**src/design/dsr_defines.svh**
```systemverilog
`ifndef DSR_DEFINES_SVH
`define DSR_DEFINES_SVH

// ----------------------------------------------------------------
// Structure constants
// ----------------------------------------------------------------
`define DSR_STAGE_COUNT 8
`define DSR_CHAIN_COUNT 2
`define DSR_SYNC_DEPTH 2

// ----------------------------------------------------------------
// Reset values
// ----------------------------------------------------------------
`define DSR_STAGE_CLEAR 1'h0
`define DSR_CLOCK_SYNC_RESET 1'h1
`define DSR_DATA_SYNC_RESET 1'h0

`endif

```
**src/design/dsr_pkg.sv**
```systemverilog
`include "dsr_defines.svh"

package dsr_pkg;

   // ----------------------------------------------------------------
   // Shared types
   // ----------------------------------------------------------------
   typedef logic [`DSR_STAGE_COUNT-1:0] dsr_stage_t;
   typedef logic [`DSR_CHAIN_COUNT-1:0] dsr_chain_bits_t;
   typedef logic [`DSR_SYNC_DEPTH-1:0] dsr_sync_t;

   // Serial source choice, follows the select pin level
   typedef enum logic {
      DSR_SRC_A = 1'h0,
      DSR_SRC_B = 1'h1
   } dsr_src_t;

endpackage

```
**src/design/dsr_chain_if.sv**
```systemverilog
`timescale 1ns/100ps
`default_nettype none

// ----------------------------------------------------------------
// Link between the input front end and one shift chain
// ----------------------------------------------------------------
interface dsr_chain_if;
   logic shift_pulse;
   logic serial_input;
   logic last_stage_out;
   logic last_stage_out_n;

   modport feed (
      output shift_pulse,
      output serial_input,
      input last_stage_out,
      input last_stage_out_n
   );

   modport chain (
      input shift_pulse,
      input serial_input,
      output last_stage_out,
      output last_stage_out_n
   );
endinterface

`default_nettype wire

```
**src/design/dsr_shift_chain.sv**
```systemverilog
`timescale 1ns/100ps
`default_nettype none
`include "dsr_defines.svh"

module dsr_shift_chain
   import dsr_pkg::*;
#(
   parameter int STAGES = `DSR_STAGE_COUNT
) (
   input wire logic ref_clk_i, // System clock
   input wire logic clear_n_i, // Async clear, active low
   dsr_chain_if.chain link     // Shift pulse, serial data, outputs
);

   // ----------------------------------------------------------------
   // Stage storage
   // ----------------------------------------------------------------
   logic [STAGES-1:0] stages;
   logic stage_last_n;

   // All stages share one enable, so they move on the same event
   always_ff @(posedge ref_clk_i or negedge clear_n_i) begin
      if (!clear_n_i) begin
         stages <= '0;
      end else if (link.shift_pulse) begin
         stages <= {stages[STAGES-2:0], link.serial_input};
      end
   end

   // Complement kept in its own flop so both outputs are registered
   always_ff @(posedge ref_clk_i or negedge clear_n_i) begin
      if (!clear_n_i) begin
         stage_last_n <= ~`DSR_STAGE_CLEAR;
      end else if (link.shift_pulse) begin
         stage_last_n <= ~stages[STAGES-2];
      end
   end

   // ----------------------------------------------------------------
   // Outputs
   // ----------------------------------------------------------------
   assign link.last_stage_out = stages[STAGES-1];
   assign link.last_stage_out_n = stage_last_n;

endmodule

`default_nettype wire

```
**src/design/dsr_dual_shift_top.sv**
```systemverilog
`timescale 1ns/100ps
`default_nettype none
`include "dsr_defines.svh"

module dsr_dual_shift_top
   import dsr_pkg::*;
#(
   parameter int CHAINS = `DSR_CHAIN_COUNT,
   parameter int STAGES = `DSR_STAGE_COUNT
) (
   input wire logic ref_clk_i,                  // System clock, 100 MHz
   input wire logic reset_n_i,                  // Async system reset
   input wire logic clear_all_n_i,              // Pin: clear both registers
   input wire logic shared_shift_clock_i,       // Pin: clock shared by both
   input wire logic [CHAINS-1:0] shift_clock_i, // Pins: own clock per register
   input wire logic [CHAINS-1:0] source_select_i,   // Pins: serial source select
   input wire logic [CHAINS-1:0] serial_source_a_i, // Pins: source A data
   input wire logic [CHAINS-1:0] serial_source_b_i, // Pins: source B data
   output logic [CHAINS-1:0] last_stage_out_o,      // True last stage
   output logic [CHAINS-1:0] last_stage_out_n_o     // Inverted last stage
);

   // ----------------------------------------------------------------
   // Clear synchroniser
   // ----------------------------------------------------------------
   logic clear_raw_n;
   logic clear_meta_n;
   logic clear_sync_n;

   // One pin clears both chains; system reset joins it
   assign clear_raw_n = reset_n_i & clear_all_n_i;

   // Assert at once, release on the clock to avoid a torn release
   always_ff @(posedge ref_clk_i or negedge clear_raw_n) begin
      if (!clear_raw_n) begin
         clear_meta_n <= 1'h0;
         clear_sync_n <= 1'h0;
      end else begin
         clear_meta_n <= 1'h1;
         clear_sync_n <= clear_meta_n;
      end
   end

   // ----------------------------------------------------------------
   // Shared clock synchroniser
   // ----------------------------------------------------------------
   logic shared_meta;
   logic shared_sync;

   // Reset high so a pin held high at start gives no false edge
   always_ff @(posedge ref_clk_i or negedge reset_n_i) begin
      if (!reset_n_i) begin
         shared_meta <= `DSR_CLOCK_SYNC_RESET;
         shared_sync <= `DSR_CLOCK_SYNC_RESET;
      end else begin
         shared_meta <= shared_shift_clock_i;
         shared_sync <= shared_meta;
      end
   end

   // ----------------------------------------------------------------
   // Per register front end and chain
   // ----------------------------------------------------------------
   for (genvar g = 0; g < CHAINS; g++) begin : g_chain
      logic own_meta;
      logic own_sync;
      logic sel_meta;
      logic sel_sync;
      logic src_a_meta;
      logic src_a_sync;
      logic src_b_meta;
      logic src_b_sync;
      logic comb_clock;
      logic comb_prev;
      logic data_hold;
      logic next_data_hold;
      dsr_src_t src_pick;
      dsr_chain_if link ();

      // ------------------------------------------------------------
      // Pin synchronisers
      // ------------------------------------------------------------
      // Own clock synchroniser, same depth as the shared one
      always_ff @(posedge ref_clk_i or negedge reset_n_i) begin
         if (!reset_n_i) begin
            own_meta <= `DSR_CLOCK_SYNC_RESET;
            own_sync <= `DSR_CLOCK_SYNC_RESET;
         end else begin
            own_meta <= shift_clock_i[g];
            own_sync <= own_meta;
         end
      end

      // Select synchroniser, aligned with the clock path
      always_ff @(posedge ref_clk_i or negedge reset_n_i) begin
         if (!reset_n_i) begin
            sel_meta <= `DSR_DATA_SYNC_RESET;
            sel_sync <= `DSR_DATA_SYNC_RESET;
         end else begin
            sel_meta <= source_select_i[g];
            sel_sync <= sel_meta;
         end
      end

      // Source A synchroniser, same depth as the clocks
      always_ff @(posedge ref_clk_i or negedge reset_n_i) begin
         if (!reset_n_i) begin
            src_a_meta <= `DSR_DATA_SYNC_RESET;
            src_a_sync <= `DSR_DATA_SYNC_RESET;
         end else begin
            src_a_meta <= serial_source_a_i[g];
            src_a_sync <= src_a_meta;
         end
      end

      // Source B synchroniser, same depth as the clocks
      always_ff @(posedge ref_clk_i or negedge reset_n_i) begin
         if (!reset_n_i) begin
            src_b_meta <= `DSR_DATA_SYNC_RESET;
            src_b_sync <= `DSR_DATA_SYNC_RESET;
         end else begin
            src_b_meta <= serial_source_b_i[g];
            src_b_sync <= src_b_meta;
         end
      end

      // ------------------------------------------------------------
      // Combined clock
      // ------------------------------------------------------------
      // Either input high counts as high
      assign comb_clock = own_sync | shared_sync;

      // ------------------------------------------------------------
      // Serial source
      // ------------------------------------------------------------
      // Multiplexer on the synchronised select
      assign src_pick = dsr_src_t'(sel_sync);

      // Source choice; unknown selects fall back to source A
      always_comb begin
         next_data_hold = src_a_sync;
         case (src_pick)
            DSR_SRC_A: begin
               next_data_hold = src_a_sync;
            end
            DSR_SRC_B: begin
               next_data_hold = src_b_sync;
            end
            default: begin
               next_data_hold = src_a_sync;
            end
         endcase
      end

      // Held sample is the value one cycle before the rise is seen
      always_ff @(posedge ref_clk_i or negedge reset_n_i) begin
         if (!reset_n_i) begin
            data_hold <= `DSR_DATA_SYNC_RESET;
         end else begin
            data_hold <= next_data_hold;
         end
      end

      // ------------------------------------------------------------
      // Edge detect
      // ------------------------------------------------------------
      // Edge history; starts high so nothing moves before a real rise
      always_ff @(posedge ref_clk_i or negedge reset_n_i) begin
         if (!reset_n_i) begin
            comb_prev <= `DSR_CLOCK_SYNC_RESET;
         end else begin
            comb_prev <= comb_clock;
         end
      end

      // Only a low-to-high move shifts; high hold and fall do nothing
      assign link.shift_pulse = comb_clock & ~comb_prev;
      assign link.serial_input = data_hold;

      // ------------------------------------------------------------
      // Shift chain and outputs
      // ------------------------------------------------------------
      dsr_shift_chain #(
         .STAGES(STAGES)
      ) u_chain (
         .ref_clk_i(ref_clk_i),
         .clear_n_i(clear_sync_n),
         .link(link)
      );

      // Outputs straight from the chain flops
      assign last_stage_out_o[g] = link.last_stage_out;
      assign last_stage_out_n_o[g] = link.last_stage_out_n;
   end

endmodule

`default_nettype wire

```
**config.mk**
```make
export PLATFORM = sky130hd
export DESIGN_NAME = dsr_dual_shift_top
export DESIGN_NICKNAME = d
export VERILOG_FILES = /design/src/design/dsr_pkg.sv /design/src/design/dsr_chain_if.sv /design/src/design/dsr_shift_chain.sv /design/src/design/dsr_dual_shift_top.sv
export VERILOG_INCLUDE_DIRS = /design/src /design/src/design
export SDC_FILE = /design/constraint.sdc
export NUM_CORES = 1
export LEC_CHECK = 0
export ABC_AREA = 1
export BUFFER_PORTS_ARGS = -buffer_cell sky130_fd_sc_hd__buf_4
export CORE_UTILIZATION = 55
export DETAILED_ROUTE_END_ITERATION = 16
export PLACE_DENSITY = 0.76
export SLEW_MARGIN = 15
export SYNTH_ARGS = -nofsm -noshare
export SYNTH_HDL_FRONTEND = slang
export SYNTH_SLANG_ARGS = --single-unit
```
**constraint.sdc**
```tcl
create_clock -name ref_clk_i -period 1.1 [get_ports ref_clk_i]
set_clock_uncertainty 0.15 [all_clocks]
set_input_delay 0.22 -clock ref_clk_i [delete_from_list [all_inputs] [get_ports ref_clk_i]]
set_output_delay 0.22 -clock ref_clk_i [all_outputs]
set_load 0.02 [all_outputs]
```
==> results.md <==
- Register area share after synthesis: 75.4%
- Ys Warns: 0
- Avg WL per Cell: 12.5 um
- Ranking of synthesized cells by area: dfrtp_1 (57%), dfstp_2 (19%), nand2_1 (10%)
- Clock Latency Late Sink: 0.35 ns
- Flop2flop setup slack: -0.08 ns
- Syn Area/Cell: 11.8 sq um
- Critical path's slowest cell: dfstp_2
- Cts bufs inserted: 5
- Worst Path Buf+Inv: 1
- Final total power: 3.15 mW
- DRC: 0
- Worst setup EP type: output port
- Number of global-route vias before repair: 938
- Pre-Repair DR Iteration Count: 4
- Peak VDD IR: 0.00140 V
- Pin count of the biggest net entering global routing: 24
- Port-buffer cells: 15
- Pwr/cell area: 1650 nW/um^2
- Leak Pwr: 0.964 nW
- Final slew viol count: 0
- Most frequent cell after synthesis: nand2_1
- Synth cell count leaders: nand2_1 (39), dfrtp_1 (32), nand3_1 (18), dfstp_2 (10), inv_1 (8)
- Synth-to-layout area growth: 35.1%
- Starting Density: 60.9%
- Post-synth EDFFs: 0
- Syn_nets: 132
- Critical-path cell list: buf_6
- Utilization after layout: 82.2%
- MaxCap Viol Count: 0
- Crit Path Class: reg2out
- Top Ports: 16
- # diodes: 0
- RSZ-0062 raised after global routing: true
- Reg-to-reg startpoint: shared_sync
- Bufs on Longest Clock Path: 2
- Max Fanout on Critical Path: 2
- Dpl cells: 160
- Fin cells: 191
- H-tree Lvls: 2
- Core area: 2320 sq um
- Cell variety after synth: 11
- Area of the multi-input gates: 380 sq um
- Register area: 1060 sq um
- Fin. Hold Viols: 0
- Primary FF master, synth: dfrtp_1
- Peak Freq: 719 MHz
- Vias per cell: 5.02
- All-layer global routing usage: 22.2%
- CTS clk-pin slew, worst paths: 0.12 ns
- Final nets: 174
- Area of the die: 2770 sq um
- Die width: 52.7 um
- Initial antenna violation count: 0
- Drt first-iter violations: 23
- Clk root buf: clkbuf_4
- GP Congestion: 0.736
- CP max stage delay: 0.56 ns
- Fin worst setup slack: -0.291 ns
- DP HPWL: 1180 um
- Worst hold path type: reg2async
- First-pass GRT wire length: 4040 um
- Tmin final: 1.39 ns
- Status: finished, violations left
- # setup viols final: 22
- Routed wire length: 2390 um
- Fillcell total: 123
- Ys async rst share: 100%
- Share of the synthesized area in the top cell type: 56.7%
- Routed Antenna Nets: 0
- Final period util: 126%
- Synth Register Bits: 42
- Failing checks: setup timing
- Required time worst endpoint: 0.73 ns
- Overall die height: 52.7 um
- Congestion Overflow GR: 0
- # rows: 17
- Type of origin of the critical path: flip-flop
- Via count: 958
- Share of cells above drive strength 1: 36.8%
- Cell depth of the worst flop-to-flop path: 4
- Worst Path Arrival: 1.02 ns
- CTS tree: yes
- Yosys top cell by area: dfrtp_1
- FF-to-FF End: g_chain[1].u_chain.stages[0]
- Syn Inst Count: 120
- Clock sinks: 42
- CP top delay family: flip-flops
- Mapped Area: 1410 sq um
[kinds of logic (layout without fill, tap and decap cells)]
| group | Yosys count | count (layout) | synth area share, % |
|---|---|---|---|
| and+or+nand+nor | 59 | 61 | 17.6 |
| DFF | 42 | 42 | 75.4 |
| buffers and inverters | 14 | 53 | 4.79 |
| AOI/OAI and AO/OA | 4 | 6 | 1.95 |
| other | 1 | 1 | 0.266 |
[worst max path at each step]
stage | startpoint | endpoint | slack (ns) | cells after the start
after floorplan | shared_sync | g_chain[0].u_chain.stages[0] | 0.02 | 4
after global placement | shared_sync | g_chain[1].u_chain.stages[1] | -0.03 | 4
after detailed placement | shared_sync | g_chain[1].u_chain.stages[0] | -0.07 | 4
after CTS | g_chain[1].u_chain.link.last_stage_out_n | last_stage_out_n_o[1] | -0.29 | 1
after global routing | g_chain[0].u_chain.link.last_stage_out_n | last_stage_out_n_o[0] | -0.33 | 1
final | g_chain[1].u_chain.link.last_stage_out_n | last_stage_out_n_o[1] | -0.29 | 1
[what timing repair did]
action | in CTS | in global routing
setup endpoints to repair | 22 | 24
endpoints found under the hold margin | 33 | 24
pin swaps | 8 | 9
hold buffers | 11 | 1
resized for setup | 17 | 8
cloned | 4 | 0
buffers inserted | 6 | 2
[final cells by class]
type	count	share of cell area, %
Sequential cell	42	55.8
Multi-Input combinational cell	68	19.9
Timing Repair Buffer	35	17.1
Clock buffer	7	2.89
Inverter	10	2.23
Tap cell	28	1.84
Clock inverter	1	0.262
[registers in the layout, summed over array words and instances (netlist names), 2 cells and up]
| signal | flops |
|---|---|
| g_chain.comb_prev | 2 |
| g_chain.data_hold | 2 |
| g_chain.own_meta | 2 |
| g_chain.own_sync | 2 |
| g_chain.sel_meta | 2 |
| g_chain.sel_sync | 2 |
| g_chain.src_a_meta | 2 |
| g_chain.src_a_sync | 2 |
| g_chain.src_b_meta | 2 |
| g_chain.src_b_sync | 2 |
| g_chain.u_chain.link.last_stage_out_n | 2 |
| g_chain.u_chain.stages | 16 |
[cells in the final DEF, fill, tap and decap left out]
| cell | count |
|---|---|
| clkbuf_8 | 1 |
| inv_2 | 4 |
| dfstp_2 | 10 |
| nand2_2 | 2 |
| clkinv_2 | 1 |
| inv_1 | 4 |
| o21ai_4 | 4 |
| dlygate4sd3_1 | 11 |
| nand2_1 | 37 |
| buf_6 | 6 |
| nand2_4 | 4 |
| nand3_1 | 15 |
| o21ai_0 | 2 |
| dfrtp_1 | 32 |
| buf_12 | 1 |
| buf_4 | 17 |
| clkbuf_1 | 1 |
| clkbuf_4 | 5 |
| inv_4 | 2 |
| nand3_2 | 3 |
| conb_1 | 1 |
[through the flow]
step | setup TNS [ns] | cell area (sq um) | setup slack (ns) | hold WS (ns)
after global placement | -0.340 | 1540 | -0.0322 | -0.0646
after CTS | -1.69 | 1860 | -0.291 | -0.415
after detailed placement | -0.852 | 1540 | -0.0654 | -0.0594
final | -1.79 | 1910 | -0.291 | 0.0307
after floorplan | 0 | 1410 | 0.0247 | -0.226
after global routing | -2.81 | 1910 | -0.334 | 0.0600
[report_power, final]
group | switching, mW | total [mW] | internal, mW
registers | 0.118 | 1.87 | 1.75
clock network | 0.467 | 0.776 | 0.310
logic | 0.244 | 0.502 | 0.258
total | 0.829 | 3.15 | 2.32
[per-layer routing]
layer	GRT usage, %	routed length, um
met5	0	0
met2	33.8	1140
met4	14.5	76
met3	8.99	128
met1	25.5	1050
Note: power is estimated with default switching activity, not from simulation.
